`src/uhc_pkg.sv`:
```
package uhc_pkg;

  // Bus geometry
  localparam int unsigned UHC_AW = 12;
  localparam int unsigned UHC_ACK_W = 8;

  // Register indices as printed, byte address is four times the index
  localparam logic [9:0] UHC_IDX_CH0 = 10'h145;
  localparam logic [9:0] UHC_IDX_CHA = 10'h146;
  localparam logic [9:0] UHC_IDX_CFG = 10'h150;
  localparam logic [9:0] UHC_IDX_STAT = 10'h151;
  localparam logic [11:0] UHC_ADDR_CH0 = {UHC_IDX_CH0, 2'b00};
  localparam logic [11:0] UHC_ADDR_CHA = {UHC_IDX_CHA, 2'b00};
  localparam logic [11:0] UHC_ADDR_CFG = {UHC_IDX_CFG, 2'b00};
  localparam logic [11:0] UHC_ADDR_STAT = {UHC_IDX_STAT, 2'b00};

  // Flag bit positions
  localparam int unsigned UHC_BIT_TOTAL = 7;
  localparam int unsigned UHC_BIT_ACK = 6;
  localparam int unsigned UHC_BIT_TERR = 5;
  localparam int unsigned UHC_BIT_COND = 4;
  localparam int unsigned UHC_BIT_DONE = 1;
  localparam int unsigned UHC_BIT_ABORT = 0;
  localparam logic [7:0] UHC_FLAG_MASK = 8'hf3;

  // Config register fields
  localparam int unsigned UHC_CFG_RUN = 0;
  localparam int unsigned UHC_CFG_BO_RUN = 1;
  localparam int unsigned UHC_CFG_CTL_RUN = 2;
  localparam int unsigned UHC_CFG_ACK_LSB = 8;

  // Result codes
  localparam logic [2:0] UHC_RC_OK = 3'h0;
  localparam logic [2:0] UHC_RC_STALL = 3'h1;
  localparam logic [2:0] UHC_RC_OVER = 3'h2;
  localparam logic [2:0] UHC_RC_UNDER = 3'h3;
  localparam logic [2:0] UHC_RC_RETRY = 3'h4;

  // Assist phases and stages, and the retry limit
  localparam logic [1:0] UHC_PH_CMD = 2'h0;
  localparam logic [1:0] UHC_PH_DATA = 2'h1;
  localparam logic [1:0] UHC_PH_STS = 2'h2;
  localparam logic [1:0] UHC_RETRY_LIMIT = 2'h2;

  // Bus responses
  localparam logic [1:0] UHC_RESP_OKAY = 2'h0;
  localparam logic [1:0] UHC_RESP_SLVERR = 2'h2;

  typedef struct packed {
    logic awready;
    logic wready;
    logic bvalid;
    logic [1:0] bresp;
    logic arready;
    logic rvalid;
    logic [1:0] rresp;
    logic [31:0] rdata;
    logic aw_have;
    logic w_have;
    logic [11:0] awaddr;
    logic [31:0] wdata;
    logic [3:0] wstrb;
    logic [7:0] flags_a;
    logic [1:0] flags_0;
    logic transfer_run;
    logic bulk_only_run;
    logic ctrl_assist_run;
    logic [7:0] ack_target;
    logic [7:0] ack_done;
    logic [2:0] result_code;
    logic [1:0] retry_cnt;
    logic cmd_ok;
    logic data_ok;
    logic bo_stopping;
    logic ctl_stopping;
  } uhc_state_type;

  localparam uhc_state_type UHC_STATE_RST = '0;

endpackage : uhc_pkg

```
`src/uhc_chan_irq.sv`:
```
// Added by the designer: the AXI4-Lite interface to the registers.
`timescale 1ns/10ps
`default_nettype none

// Contract
// RULE1: Writing one clears a flag, zero keeps
// RULE2: Bit 7 set on whole transfer done
// RULE3: Under bulk assist, needs all three transports
// RULE4: Bit 6 set when ack count reached
// RULE5: Under bulk assist, ack only in data
// RULE6: Bit 5 set on any retry error
// RULE7: Bit 4 on three retries, stall, over/underrun
// RULE8: Bit 4 also when software clears run
// RULE9: Code 000 normal, 001 stall
// RULE10: Code 010 on oversize or excess data
// RULE11: CRC/stuff or bad toggle beat overrun
// RULE12: Code 011 on short packet below total
// RULE13: Code 100 on any retry error
// RULE14: Bit 1 set on status transport done
// RULE15: Bit 1 after stop ending in status
// RULE16: Bit 0 set on bulk transport error
// RULE17: Bit 0 after stop elsewhere or error
// RULE18: Channel 0 abort on assist error
// RULE19: Channel 0 abort after stop misfinish
// RULE20: Channel 0 done when all stages normal
// RULE21: Bits 3 and 2 read zero
module uhc_chan_irq
  import uhc_pkg::*;
(
  // Clock and reset
  input wire logic aclk,
  input wire logic aresetn,
  // AXI4-Lite write
  input wire logic [11:0] s_axi_awaddr,
  input wire logic s_axi_awvalid,
  output logic s_axi_awready,
  input wire logic [31:0] s_axi_wdata,
  input wire logic [3:0] s_axi_wstrb,
  input wire logic s_axi_wvalid,
  output logic s_axi_wready,
  output logic [1:0] s_axi_bresp,
  output logic s_axi_bvalid,
  input wire logic s_axi_bready,
  // AXI4-Lite read
  input wire logic [11:0] s_axi_araddr,
  input wire logic s_axi_arvalid,
  output logic s_axi_arready,
  output logic [31:0] s_axi_rdata,
  output logic [1:0] s_axi_rresp,
  output logic s_axi_rvalid,
  input wire logic s_axi_rready,
  // Transaction results, channel A
  input wire logic txn_end,
  input wire logic txn_timeout,
  input wire logic txn_crc_err,
  input wire logic txn_stuff_err,
  input wire logic txn_pid_err,
  input wire logic txn_toggle_err,
  input wire logic txn_stall,
  input wire logic rx_over_max,
  input wire logic rx_over_total,
  input wire logic rx_short,
  input wire logic rx_under_total,
  input wire logic xfer_end,
  // Bulk-only assist
  input wire logic [1:0] bo_phase,
  input wire logic bo_err,
  input wire logic bo_stop_end,
  // Control assist, channel 0
  input wire logic [1:0] ctl_stage,
  input wire logic ctl_err,
  input wire logic ctl_all_ok,
  input wire logic ctl_stop_end,
  // Run controls and result code
  output logic transfer_run,
  output logic bulk_only_run,
  output logic ctrl_assist_run,
  output logic [2:0] result_code
);

  uhc_state_type st_q;
  uhc_state_type st_d;

  logic wr_do;
  logic wr_cha;
  logic wr_ch0;
  logic wr_cfg0;
  logic wr_cfg1;
  logic retry_ev;
  logic stall_ev;
  logic over_ev;
  logic under_ev;
  logic ok_ev;
  logic run_drop;
  logic bo_drop;
  logic ctl_drop;
  logic ack_gate;
  logic ack_hit;
  logic total_ev;
  logic cond_ev;
  logic bo_stop_hit;
  logic ctl_stop_hit;
  logic bo_done_ev;
  logic bo_abort_ev;
  logic ctl_done_ev;
  logic ctl_abort_ev;
  logic [7:0] set_a;
  logic [7:0] clr_a;
  logic [1:0] set_0;
  logic [1:0] clr_0;
  logic [7:0] ack_next;
  logic [31:0] rd_val;
  logic rd_hit;

  // Write decode
  assign wr_do = st_q.aw_have & st_q.w_have & ~st_q.bvalid;
  assign wr_cha = wr_do & (st_q.awaddr == UHC_ADDR_CHA) & st_q.wstrb[0];
  assign wr_ch0 = wr_do & (st_q.awaddr == UHC_ADDR_CH0) & st_q.wstrb[0];
  assign wr_cfg0 = wr_do & (st_q.awaddr == UHC_ADDR_CFG) & st_q.wstrb[0];
  assign wr_cfg1 = wr_do & (st_q.awaddr == UHC_ADDR_CFG) & st_q.wstrb[1];
  assign run_drop = wr_cfg0 & st_q.transfer_run & ~st_q.wdata[UHC_CFG_RUN];
  assign bo_drop = wr_cfg0 & st_q.bulk_only_run & ~st_q.wdata[UHC_CFG_BO_RUN];
  assign ctl_drop = wr_cfg0 & st_q.ctrl_assist_run & ~st_q.wdata[UHC_CFG_CTL_RUN];

  // Result classification, retry first so CRC, stuffing and toggle win
  assign retry_ev = txn_end & (txn_timeout | txn_crc_err | txn_stuff_err
                    | txn_pid_err | txn_toggle_err); // [RULE6] [RULE11] [RULE13]
  assign stall_ev = txn_end & ~retry_ev & txn_stall; // [RULE9]
  assign over_ev = txn_end & ~retry_ev & ~txn_stall
                   & (rx_over_max | rx_over_total); // [RULE10] [RULE11]
  assign under_ev = txn_end & ~retry_ev & ~txn_stall & ~over_ev
                    & rx_short & rx_under_total; // [RULE12]
  assign ok_ev = txn_end & ~retry_ev & ~txn_stall & ~over_ev & ~under_ev;

  // Ack counting, data transport only under bulk assist
  assign ack_gate = ~st_q.bulk_only_run | (bo_phase == UHC_PH_DATA); // [RULE5]
  assign ack_next = st_q.ack_done + 8'h01;
  assign ack_hit = ok_ev & ack_gate & (st_q.ack_target != 8'h00)
                   & (ack_next == st_q.ack_target); // [RULE4]

  // Completion of the whole transfer
  assign total_ev = xfer_end & (~st_q.bulk_only_run
                    | ((bo_phase == UHC_PH_STS) & st_q.cmd_ok & st_q.data_ok)); // [RULE2] [RULE3]

  assign cond_ev = (retry_ev & (st_q.retry_cnt == UHC_RETRY_LIMIT))
                   | stall_ev | over_ev | under_ev // [RULE7]
                   | run_drop; // [RULE8]

  // Bulk-only assist outcomes
  assign bo_stop_hit = bo_stop_end & st_q.bo_stopping;
  assign bo_done_ev = (st_q.bulk_only_run & xfer_end & (bo_phase == UHC_PH_STS)) // [RULE14]
                      | (bo_stop_hit & (bo_phase == UHC_PH_STS) & ~bo_err); // [RULE15]
  assign bo_abort_ev = (st_q.bulk_only_run & bo_err) // [RULE16]
                       | (bo_stop_hit & ((bo_phase != UHC_PH_STS) | bo_err)); // [RULE17]

  // Control assist outcomes
  assign ctl_stop_hit = ctl_stop_end & st_q.ctl_stopping;
  assign ctl_done_ev = (st_q.ctrl_assist_run & ctl_all_ok) // [RULE20]
                       | (ctl_stop_hit & (ctl_stage == UHC_PH_STS) & ~ctl_err);
  assign ctl_abort_ev = (st_q.ctrl_assist_run & ctl_err) // [RULE18]
                        | (ctl_stop_hit & ((ctl_stage != UHC_PH_STS) | ctl_err)); // [RULE19]

  always_comb begin
    set_a = 8'h00;
    set_a[UHC_BIT_TOTAL] = total_ev;
    set_a[UHC_BIT_ACK] = ack_hit;
    set_a[UHC_BIT_TERR] = retry_ev;
    set_a[UHC_BIT_COND] = cond_ev;
    set_a[UHC_BIT_DONE] = bo_done_ev;
    set_a[UHC_BIT_ABORT] = bo_abort_ev;
    set_0 = {ctl_done_ev, ctl_abort_ev};
  end

  // Write one to clear, reserved bits masked off
  assign clr_a = wr_cha ? (st_q.wdata[7:0] & UHC_FLAG_MASK) : 8'h00; // [RULE1] [RULE21]
  assign clr_0 = wr_ch0 ? st_q.wdata[1:0] : 2'h0; // [RULE1]

  // Read mux
  always_comb begin
    rd_val = 32'h0000_0000;
    rd_hit = 1'b1;
    unique case (s_axi_araddr)
      UHC_ADDR_CHA: rd_val[7:0] = st_q.flags_a; // [RULE21]
      UHC_ADDR_CH0: rd_val[1:0] = st_q.flags_0;
      UHC_ADDR_CFG: begin
        rd_val[UHC_CFG_RUN] = st_q.transfer_run;
        rd_val[UHC_CFG_BO_RUN] = st_q.bulk_only_run;
        rd_val[UHC_CFG_CTL_RUN] = st_q.ctrl_assist_run;
        rd_val[UHC_CFG_ACK_LSB +: UHC_ACK_W] = st_q.ack_target;
      end
      UHC_ADDR_STAT: begin
        rd_val[2:0] = st_q.result_code;
        rd_val[9:8] = st_q.retry_cnt;
        rd_val[23:16] = st_q.ack_done;
      end
      default: rd_hit = 1'b0;
    endcase
  end

  always_comb begin
    st_d = st_q;
    // Write channels
    if (s_axi_awvalid & st_q.awready) begin
      st_d.aw_have = 1'b1;
      st_d.awaddr = s_axi_awaddr;
    end
    if (s_axi_wvalid & st_q.wready) begin
      st_d.w_have = 1'b1;
      st_d.wdata = s_axi_wdata;
      st_d.wstrb = s_axi_wstrb;
    end
    if (wr_do) begin
      st_d.bvalid = 1'b1;
      st_d.bresp = ((st_q.awaddr == UHC_ADDR_CHA) | (st_q.awaddr == UHC_ADDR_CH0)
                    | (st_q.awaddr == UHC_ADDR_CFG) | (st_q.awaddr == UHC_ADDR_STAT))
                   ? UHC_RESP_OKAY : UHC_RESP_SLVERR;
    end
    if (st_q.bvalid & s_axi_bready) begin
      st_d.bvalid = 1'b0;
      st_d.aw_have = 1'b0;
      st_d.w_have = 1'b0;
    end
    st_d.awready = ~st_d.aw_have;
    st_d.wready = ~st_d.w_have;
    // Read channel
    if (s_axi_arvalid & st_q.arready) begin
      st_d.rvalid = 1'b1;
      st_d.rdata = rd_val;
      st_d.rresp = rd_hit ? UHC_RESP_OKAY : UHC_RESP_SLVERR;
    end else if (st_q.rvalid & s_axi_rready) begin
      st_d.rvalid = 1'b0;
    end
    st_d.arready = ~st_d.rvalid & ~(s_axi_arvalid & st_q.arready);
    // Config writes
    if (wr_cfg0) begin
      st_d.transfer_run = st_q.wdata[UHC_CFG_RUN];
      st_d.bulk_only_run = st_q.wdata[UHC_CFG_BO_RUN];
      st_d.ctrl_assist_run = st_q.wdata[UHC_CFG_CTL_RUN];
    end
    if (wr_cfg1) begin
      st_d.ack_target = st_q.wdata[UHC_CFG_ACK_LSB +: UHC_ACK_W];
      st_d.ack_done = 8'h00;
    end
    // Stop processing trackers
    if (bo_drop) begin
      st_d.bo_stopping = 1'b1;
    end else if (bo_stop_hit) begin
      st_d.bo_stopping = 1'b0;
    end
    if (ctl_drop) begin
      st_d.ctl_stopping = 1'b1;
    end else if (ctl_stop_hit) begin
      st_d.ctl_stopping = 1'b0;
    end
    // Result code and retry streak
    if (txn_end) begin
      if (retry_ev) begin
        st_d.result_code = UHC_RC_RETRY; // [RULE13]
        st_d.retry_cnt = (st_q.retry_cnt == UHC_RETRY_LIMIT) ? 2'h0 : st_q.retry_cnt + 2'h1;
      end else begin
        st_d.retry_cnt = 2'h0;
        if (stall_ev) begin
          st_d.result_code = UHC_RC_STALL; // [RULE9]
        end else if (over_ev) begin
          st_d.result_code = UHC_RC_OVER; // [RULE10]
        end else if (under_ev) begin
          st_d.result_code = UHC_RC_UNDER; // [RULE12]
        end else begin
          st_d.result_code = UHC_RC_OK; // [RULE9]
        end
      end
    end
    if (ok_ev & ack_gate) begin
      st_d.ack_done = ack_hit ? 8'h00 : ack_next; // [RULE4]
    end
    // Transport progress under bulk assist
    if (xfer_end & st_q.bulk_only_run) begin
      if (bo_phase == UHC_PH_CMD) begin
        st_d.cmd_ok = 1'b1; // [RULE3]
      end else if (bo_phase == UHC_PH_DATA) begin
        st_d.data_ok = 1'b1;
      end else begin
        st_d.cmd_ok = 1'b0;
        st_d.data_ok = 1'b0;
      end
    end
    if (bo_abort_ev) begin
      st_d.cmd_ok = 1'b0;
      st_d.data_ok = 1'b0;
    end
    // Sticky flags, set wins over clear
    st_d.flags_a = ((st_q.flags_a & ~clr_a) | set_a) & UHC_FLAG_MASK; // [RULE1] [RULE21]
    st_d.flags_0 = (st_q.flags_0 & ~clr_0) | set_0;
  end

  always_ff @(posedge aclk) begin
    if (!aresetn) begin
      st_q <= UHC_STATE_RST;
    end else begin
      st_q <= st_d;
    end
  end

  // Outputs
  assign s_axi_awready = st_q.awready;
  assign s_axi_wready = st_q.wready;
  assign s_axi_bvalid = st_q.bvalid;
  assign s_axi_bresp = st_q.bresp;
  assign s_axi_arready = st_q.arready;
  assign s_axi_rvalid = st_q.rvalid;
  assign s_axi_rdata = st_q.rdata;
  assign s_axi_rresp = st_q.rresp;
  assign transfer_run = st_q.transfer_run;
  assign bulk_only_run = st_q.bulk_only_run;
  assign ctrl_assist_run = st_q.ctrl_assist_run;
  assign result_code = st_q.result_code;

  // Retry streak seen by the checks
  logic [1:0] chk_streak_q;
  always_ff @(posedge aclk) begin
    if (!aresetn) begin
      chk_streak_q <= 2'h0;
    end else if (txn_end) begin
      chk_streak_q <= (retry_ev && (chk_streak_q != 2'h2)) ? chk_streak_q + 2'h1 : 2'h0;
    end
  end
endmodule : uhc_chan_irq

`default_nettype wire

```
`config.mk`:
```
export PLATFORM = sky130hd
export DESIGN_NAME = uhc_chan_irq
export DESIGN_NICKNAME = d
export VERILOG_FILES = /design/src/uhc_pkg.sv /design/src/uhc_chan_irq.sv
export SDC_FILE = /design/constraint.sdc
export NUM_CORES = 1
export LEC_CHECK = 0
export ABC_AREA = 1
export ABC_CLOCK_PERIOD_IN_PS = 4000
export BUFFER_PORTS_ARGS = -buffer_cell sky130_fd_sc_hd__buf_2
export CAP_MARGIN = 15
export CORE_MARGIN = 4
export CORE_UTILIZATION = 50
export CTS_BUF_LIST = sky130_fd_sc_hd__clkbuf_8
export CTS_CLUSTER_DIAMETER = 50
export DETAILED_ROUTE_END_ITERATION = 12
export MAX_ROUTING_LAYER = met4
export PLACE_DENSITY = 0.85
export SYNTH_ARGS = -nofsm -noshare
export SYNTH_HDL_FRONTEND = slang
export SYNTH_SLANG_ARGS = --single-unit
```
`constraint.sdc`:
```
create_clock -name aclk -period 4 [get_ports aclk]
set_input_delay 0.8 -clock aclk [delete_from_list [all_inputs] [get_ports aclk]]
set_output_delay 0.8 -clock aclk [all_outputs]
set_load 0.01 [all_outputs]
```
Yosys cells after proc, flatten, opt, wreduce, memory -nomap -nowiden
Cells that the tools add are included.
Widths: inputs -> output; s select.
{"block": "word_totals", "inputBits": 88, "output_inout_bits": 47, "regBits": 105, "wordCells": 179}
{"block": "classes", "n_bitwise": 93, "mux": 31, "n_eq_ne": 16, "n_reduce_logical": 10, "add_sub_neg": 2}
{"cell": "$eq 12x11->1 const B", "count": 8}
{"cell": "$and 1x1->1", "count": 50}
{"cell": "$mux 8", "count": 5}
{"cell": "$or 1x1->1", "count": 20}
{"cell": "$not 1->1", "count": 17}
{"cell": "$mux 2", "count": 8}
{"cell": "$mux 1", "count": 12}
{"cell": "$mux 5", "count": 2}
{"cell": "$add 8x1->8 const B", "count": 1}
{"cell": "$and 8x8->8", "count": 1}
{"cell": "$eq 8x8->1", "count": 1}
{"cell": "$not 8->8", "count": 1}
{"cell": "$or 8x8->8", "count": 1}
{"cell": "$pmux 2 s4", "count": 1}
{"cell": "$reduce_bool 8->1", "count": 1}
{"cell": "$eq 2x2->1 const B", "count": 3}
{"cell": "$mux 6", "count": 1}
{"cell": "$ne 2x2->1 const B", "count": 3}
{"cell": "$reduce_bool 2->1", "count": 3}
{"cell": "$pmux 2 s2", "count": 1}
{"cell": "$reduce_and 2->1", "count": 2}
{"cell": "$reduce_or 2->1", "count": 2}
{"cell": "$reduce_or 4->1", "count": 1}
{"cell": "$pmux 1 s3", "count": 1}
{"cell": "6 further kinds", "count": 6}

Depth between registers and ports, before layout
Gate-level depths: netlist of the first run.
{"block": "logic_depth", "ltp_word": 20, "ltp_mapped": 13, "depth_no_buf": 13}

Worst setup path before layout of the first run
OpenSTA, ideal clock, no wires.
{"block": "synth_timing", "path_type": "input to register", "from": "in txn_crc_err", "to": "reg st_q[9] (netlist name)", "n_path_buf": 0, "path_slack_ns": 2.163, "stages": 8, "setup_ns": 0.118, "arrival_ns": 1.720, "required_ns": 3.882, "path_cell_list": "nor2_1 > nand4_1 > nor2_1 > nand2_1 > nand2_1 > inv_1 > o21ai_1 > a21oi_2"}
{"block": "synth_between", "elab_chain_cells": 20}
{"element": "start, declared", "line_no": "uhc_chan_irq.sv:55", "rtl": "input wire logic txn_crc_err,"}
{"element": "$or 1x1->1 (*) (2 in a row)", "line_no": "uhc_chan_irq.sv:126", "rtl": "assign retry_ev = txn_end & (txn_timeout | txn_crc_err | txn_stuff_err"}
{"element": "$or 1x1->1 (*) (2 in a row)", "line_no": "uhc_chan_irq.sv:127", "rtl": "| txn_pid_err | txn_toggle_err);"}
{"element": "$and 1x1->1 (*)", "line_no": "uhc_chan_irq.sv:126"}
{"element": "$not 1->1 (*)", "line_no": "uhc_chan_irq.sv:129, uhc_chan_irq.sv:131, uhc_chan_irq.sv:133"}
{"element": "$and 1x1->1 (*) (2 in a row)", "line_no": "uhc_chan_irq.sv:129, uhc_chan_irq.sv:131, uhc_chan_irq.sv:133"}
{"element": "$and 1x1->1", "line_no": "uhc_chan_irq.sv:130", "rtl": "& (rx_over_max | rx_over_total);"}
{"element": "$not 1->1", "line_no": "uhc_chan_irq.sv:131, uhc_chan_irq.sv:133"}
{"element": "$and 1x1->1 (*)", "line_no": "uhc_chan_irq.sv:131, uhc_chan_irq.sv:133"}
{"element": "$and 1x1->1 (2 in a row)", "line_no": "uhc_chan_irq.sv:132", "rtl": "& rx_short & rx_under_total;"}
{"element": "$not 1->1", "line_no": "uhc_chan_irq.sv:133", "rtl": "assign ok_ev = txn_end & ~retry_ev & ~txn_stall & ~over_ev & ~under_ev;"}
{"element": "$and 1x1->1 (*)", "line_no": "uhc_chan_irq.sv:133"}
{"element": "$and 1x1->1 (*)", "line_no": "uhc_chan_irq.sv:138, uhc_chan_irq.sv:273"}
{"element": "$and 1x1->1", "line_no": "uhc_chan_irq.sv:138", "rtl": "assign ack_hit = ok_ev & ack_gate & (st_q.ack_target != 8'h00)"}
{"element": "$and 1x1->1", "line_no": "uhc_chan_irq.sv:139", "rtl": "& (ack_next == st_q.ack_target);"}
{"element": "$mux 8", "line_no": "uhc_chan_irq.sv:274", "rtl": "st_d.ack_done = ack_hit ? 8'h00 : ack_next;"}
{"element": "$mux 8", "line_no": "uhc_chan_irq.sv:273", "rtl": "if (ok_ev & ack_gate) begin"}
{"element": "end signal, assigned", "line_no": "uhc_chan_irq.sv:300", "rtl": "st_q <= st_d;"}
{"element": "end, declared", "line_no": "uhc_chan_irq.sv:81", "rtl": "uhc_state_type st_q;"}
Every way passes the cells marked *; elsewhere a longest branch is shown, timed or not.
A chain may end at the register's enable or synchronous reset.

Worst setup path in the final report of the first run
{"block": "layout_timing", "from": "in aresetn", "to": "reg st_q, in the netlist result_code[2]"}
{"element": "start, declared", "line_no": "uhc_chan_irq.sv:32", "rtl": "input wire logic aresetn,"}
No word-level cell between the ends.

==> results by group, run 1 <==
Yosys
  – Post-synthesis sequential area ratio: 0.431
  – Share of the synthesized area in the top cell type: 0.431
  – Post-synthesis simple-gate area fraction: 0.248
  – Area leader, netlist: dfxtp_1
  – Syn. warnings: 0
  – Post-synth top flop: dfxtp_1
  – Main combinational cell family by area after synthesis: simple AND/OR/NAND/NOR gates
  – Mux contribution to synthesized area: 0
  – Synth Cell Area: 4510 sq um
  – FFs w/ async S/R, synth: 0
  – Synth top area cells: dfxtp_1 (43%), nand2_1 (10%), a21oi_1 (7.7%), o21ai_0 (7.5%), buf_4 (6.5%)
  – Post-synthesis compound-gate area fraction: 0.182
  – Post-Synth Adder-Cell Area: 0.00278
  – Synthesis-stage register bit count: 97
  – Synth Area in XOR/XNOR: 0
  – EDFF count, synth: 0
  – Synth unique cells: 33
  – Cells after Synth: 635
  – Syn avg cell area: 7.10 sq um

GRT
  – Total track usage: 0.208
  – Total gr overflow: 0
  – First-pass GRT wire length: 17,100 um
  – Met1 Usage GRT: 0.272
  – Largest net degree at the start of global routing: 64
  – Vias in the first global route: approximately 3,900
  – Met2 Usage GRT: 0.317
  – Busiest grt layer: met2
  – Antenna violations before repair: 0
  – Met3 usage: 0.0447

STA
  – Fin crit share: 0.529
  – Min setup slack post-route: 1.88 ns
  – RSZ-0062 raised after global routing: false
  – Worst slew pin tran: ~1.1 ns
  – Slew headroom: 0.246
  – Post-route setup TNS: 0 ns
  – Hold Vio Cnt, Final: 0
  – Max-slew violation count: 0
  – Final setup viols: 0
  – Tmin final: 2.12 ns
  – Fmax: between 400 and 500 MHz
  – Hold WS: 0.470 ns
  – Clk_skew: 0.0175 ns

Power
  – Clk pwr share: 0.320
  – Combinational fraction of design power: 0.104
  – Reg power frac: 0.576
  – Worst vdd ir: 0.172 mV
  – P_leak: 2.23 nW
  – PD cells: 356 nW/um^2
  – Psw: 0.471 mW
  – Pint: approximately 1.3 mW
  – Design Power: 1.79 mW
  – Sw Ratio: 0.263

Floorplan
  – Die width: 103 um
  – # IOs: between 100 and 150
  – Initial Util: 0.514
  – DIE AREA: 10,600 sq um
  – Die Y: 103 um
  – # rows: 34
  – Core Box Area: 8760 sq um

Layout
  – Nets: 793
  – Area added between synthesis and finish: 11.4%
  – Fin cells: between 800 and 900
  – Commonest non-fill, non-tap cell in the layout: nand2_1
  – Fillers: 837
  – Diode count: 0
  – Most frequent cells in the layout: nand2_1 (122), buf_2 (104), dfxtp_1 (97)
  – Final Core Density: 0.573
  – Share of layout cells above drive strength 1: 0.192
  – Fin area: 5020 sq um

Detailed routing
  – DR WL/cell: 13.2 um
  – Number of vias per cell: 5.17
  – 1st-pass router iterations: 4
  – Vias post-DR: 4,227
  – DRT Wirelength: 10,800 um
  – Iteration-0 DRC count of the detailed router: 156
  – Final ANT Viol Nets: 0
  – DRC: 0

Clocking
  – Clock buffer depth: 2
  – Clock Latency Late Sink: 0.36 ns
  – Post-CTS Setup Inserts: 0
  – CTS Hold Buffers Added: 0
  – Sink Count: 97
  – Root Driver: clkbuf_8
  – CTS tree: done
  – Inserted Clock Buffers: 9
  – Clock-pin slew on the worst setup and hold paths: 0.10 ns
  – PostCTS Resize Cnt: 0
  – H-tree Lvls: 3

Placed design
  – GPL Wtd Cong: 0.918
  – Post-DP HPWL: just over 8000 um
  – Area after DPL: 4850 sq um
  – Place WS: 1.56 ns
  – Inst Count DP: 801
  – IO Port Bufs: 104

Worst setup path
  – R2R Setup Slk: approximately 2.1 ns
  – Worst-path fanout max: 63
  – Critical Path RT: 4.27 ns
  – RR Endpoint: st_q[14]
  – Crit path kind: input pin to register
  – Worst reg2reg path startpoint: st_q[9]
  – CP startpoint kind: input pin
  – CP arrival: 2.39 ns
  – Worst Reg2Reg Path Length in Cells: 12
  – Critical path capture point type: register

Min path
  – Hold endpoint: st_q[1]
  – HP Start: st_q[1]
  – Worst min-delay path class: register to register
  – Hold depth: 2

Run status
  – Status: finished clean

Job
  – Max Cap Viol: 0
[power groups by stage]
stage	sequential, mW	combinational, mW	clock (mW)
floorplan	1.05	0.135	0
global placement	1.05	0.180	0
detailed placement	1.05	0.186	0
CTS	1.03	0.187	0.575
global route	1.03	0.212	0.614
finish	1.03	0.187	0.572
[final cells by class]
class	count	area, sq um	area share
Clock buffer	10	138	0.0274
Clock inverter	6	36.3	0.00722
Inverter	65	244	0.0486
Multi-Input combinational cell	425	1990	0.397
Sequential cell	97	1940	0.387
Tap cell	108	135	0.0269
Timing Repair Buffer	106	536	0.107
[critical path: stages]
cell and delay (ns):
buf_2 0.07, buf_4 0.43, inv_1 0.63, a211oi_1 0.42
[how the worst max path moves through the flow]
| stage | from | end | slack (ns) | depth (start not counted) |
|---|---|---|---|---|
| 2_1_floorplan | txn_crc_err | st_q[9] | 2.16 | 8 |
| 3_3_place_gp | aresetn | result_code[2] | 1.62 | 4 |
| 3_5_place_dp | aresetn | result_code[2] | 1.56 | 4 |
| 4_1_cts | aresetn | result_code[2] | 1.93 | 4 |
| 5_1_grt | aresetn | result_code[2] | 1.78 | 4 |
| 6_report | aresetn | result_code[2] | 1.88 | 4 |
[kinds of logic (layout without fill, tap and decap cells)]
logic type                 Yosys count  count (layout)
buffers and inverters              123             187
adders and majority gates            1               1
and+or+nand+nor                    258             258
other                                1              11
AOI/OAI and AO/OA                  155             155
DFF                                 97              97
[metal layers]
layer / part of all wire / vias to the layer above / routed length (um)
li1: - / 2168 / -
met1: 0.47 / 1897 / 5060
met2: 0.44 / 139 / 4750
met3: 0.073 / 23 / 794
met4: 0.019 / 0 / 201
met5: 0 / - / 0
[sequential cells by signal (all words and copies together) (netlist names)]
signal and count:
bulk_only_run 1, ctrl_assist_run 1, result_code 3, s_axi_arready 1, s_axi_awready 1, s_axi_bresp 1, s_axi_bvalid 1, s_axi_rdata 23
s_axi_rresp 1, s_axi_rvalid 1, s_axi_wready 1, st_q 61, transfer_run 1
[cells in the mapped netlist, types with 2 or more instances]
cell type    n
o21ai_0     68
nand3_1     31
nand2_2      2
o31ai_1      2
nor2_2       5
dfxtp_1     97
a211oi_1     4
clkinv_1     2
o221ai_1     3
nand3_2      2
nor2_1      76
nand4_1      9
a21oi_2      2
a31oi_1      2
clkbuf_1    17
buf_4       39
o211ai_1     3
nand2_1    122
a21oi_1     69
inv_1       63
nor3_1       5
(Power assumes the default switching activity.)
==> inputs of run 2 (changes only) <==
ABC_CLOCK_PERIOD_IN_PS = 1800   (was 4000)
CORE_UTILIZATION = 48   (was 50)
clock period = 1.8 ns   (was 4 ns; I/O delays follow)
==> results by group, run 2 (synthesis gave the netlist of run 1 again) <==
Run status
  – Status: finished clean

Job
  – Max Cap Viol: 0

Min path
  – Hold depth: 3
  – HP Start: s_axi_awaddr[7]
  – Worst min-delay path class: input pin to register
  – Hold endpoint: st_q[81]

Worst setup path
  – RR Endpoint: st_q[12]
  – Max incr delay on CP: 0.35 ns
  – Worst-path fanout max: 5
  – Worst-path cell chain: ha_4 > inv_1 > nand2_1 > nand2_1 > nor2_1 > nand2_1 > nor2_1 > nand2_1 > nor2_4 > nand3_4 > nand2_1 > a21oi_1
  – CP arrival: about 1.9 ns
  – CP startpoint kind: register
  – Worst Reg2Reg Path Length in Cells: 12
  – Top cell by count, worst path: nand2_1
  – Critical Path RT: just over 2 ns
  – Crit path kind: register to register
  – Crit path max-delay family: simple AND/OR/NAND/NOR gates
  – CP max-delay cell: dfxtp_2
  – WP buf/inv: 1
  – R2R Setup Slk: 0.16 ns
  – Critical path capture point type: register
  – Worst reg2reg path startpoint: st_q[9]

Layout
  – Reg with most FFs: st_q
  – Most frequent cells in the layout: nand2_1 (122), buf_2 (104), dfxtp_1 (94)
  – Share of layout cells above drive strength 1: 0.218
  – Fillers: ~890
  – Multi-input logic area: just over 2000 sq um
  – Nets: a little over 800
  – Diode count: 0
  – Area added between synthesis and finish: 15.0%
  – Reg area: 1950 sq um
  – Commonest non-fill, non-tap cell in the layout: nand2_1
  – Largest register FFs: 61

STA
  – Tmin final: between 1.5 and 2 ns
  – RSZ-0062 raised after global routing: false
  – Fmax: 608 MHz
  – Max-slew violation count: 0
  – Post-route setup TNS: 0 ns
  – Hold Vio Cnt, Final: 0
  – Min setup slack post-route: 0.156 ns
  – Final setup viols: 0
  – Fin crit share: 0.913
  – Clk_skew: 0.0150 ns

Floorplan
  – Die width: 105 um
  – # rows: 35
  – Initial Util: 0.490
  – Die Y: around 100 um
  – # IOs: between 100 and 150
  – Core Box Area: 9200 sq um
  – DIE AREA: 11,000 sq um

Placed design
  – GPL Wtd Cong: around 0.84
  – Post-DP HPWL: approximately 8600 um
  – IO Port Bufs: 104
  – Place WS: 0.0825 ns

Power
  – Worst vdd ir: 0.487 mV
  – PD cells: roughly 780 nW/um^2
  – P_leak: 2.30 nW

Detailed routing
  – Final ANT Viol Nets: 0
  – Iteration-0 DRC count of the detailed router: 205
  – Vias post-DR: approximately 4,300
  – DRT Wirelength: approximately 11,000 um
  – Number of vias per cell: 5.12
  – DR WL/cell: 13.0 um
  – DRC: 0
  – 1st-pass router iterations: 5

Clocking
  – PostCTS Resize Cnt: 0
  – CTS tree: done
  – Clock-pin slew on the worst setup and hold paths: between 0.1 and 0.15 ns
  – Inserted Clock Buffers: 9
  – Sink Count: 97
  – CTS Hold Buffers Added: 0
  – Root Driver: clkbuf_8
  – Post-CTS Setup Inserts: 0
  – H-tree Lvls: 3
  – Clock buffer depth: 2
  – Clock Latency Late Sink: 0.37 ns

GRT
  – Total track usage: 0.203
  – Vias in the first global route: 4,095
  – First-pass GRT wire length: 18,300 um
  – Total gr overflow: 0
  – Largest net degree at the start of global routing: 34
  – Antenna violations before repair: 0
==> run 2: cell types whose count changed in the layout (fill, tap and decap cells not counted), moves of 3 or more <==
cell     before  now
buf_4         2   16
dfxtp_1      97   94
dfxtp_2       0    3
inv_1        65   62
inv_6         0    4
==> run 2: how the worst max path moves through the flow <==
stage | start | endpoint | slack, ns | cells after the start
after floorplan | st_q[10] | st_q[10] | 0.25 | 12
final | st_q[9] | st_q[12] | 0.16 | 12
after global placement | txn_crc_err | st_q[9] | 0.12 | 9
after global routing | st_q[12] | st_q[11] | 0.002 | 11
after CTS | st_q[9] | st_q[12] | 0.11 | 12
after detailed placement | txn_crc_err | st_q[12] | 0.08 | 9
==> run 2: routing by layer <==
layer  track usage  vias to the layer above  routed length, um
li1              -                     2202                  -
met1         0.257                     1911               4970
met2         0.321                      142               4850
met3        0.0457                       17                813
met4        0.0712                        0                197
met5             -                        -                  0
==> run 2: per-stage QoR <==
stage,hold slack (ns),area (sq um),cells,util,power (mW)
2_1_floorplan,0.425,4550,645,-,2.63
4_1_cts,0.228,5140,834,0.559,4.07
3_3_place_gp,0.439,4960,818,0.539,2.74
6_report,0.229,5190,835,0.564,4.05
5_1_grt,0.241,5190,835,0.564,4.24
3_5_place_dp,0.451,4960,818,0.539,2.76
==> run 2: where the power goes <==
| group | total, mW | switching, mW | internal [mW] | leakage [nW] |
|---|---|---|---|---|
| Sequential | 2.29 | 0.0457 | 2.24 | 0.793 |
| Clock | 1.34 | 0.807 | 0.532 | 0.0969 |
| Combinational | 0.427 | 0.261 | 0.166 | 1.41 |
| Total | 4.05 | 1.11 | 2.94 | 2.30 |
==> run 2: final cells by class <==
| type | count | area share |
|---|---|---|
| sequential | 97 | 0.375 |
| timing repair buffer | 120 | 0.124 |
| clock buffer | 9 | 0.0239 |
| inverter | 65 | 0.0470 |
| tap | 111 | 0.0268 |
| multi-input combinational | 426 | 0.392 |
| clock inverter | 7 | 0.0116 |
==> run 2: worst min-delay path, stage by stage <==
cell	delay, ns
buf_2	0.07
o21ai_0	0.07
nor2_1	0.07
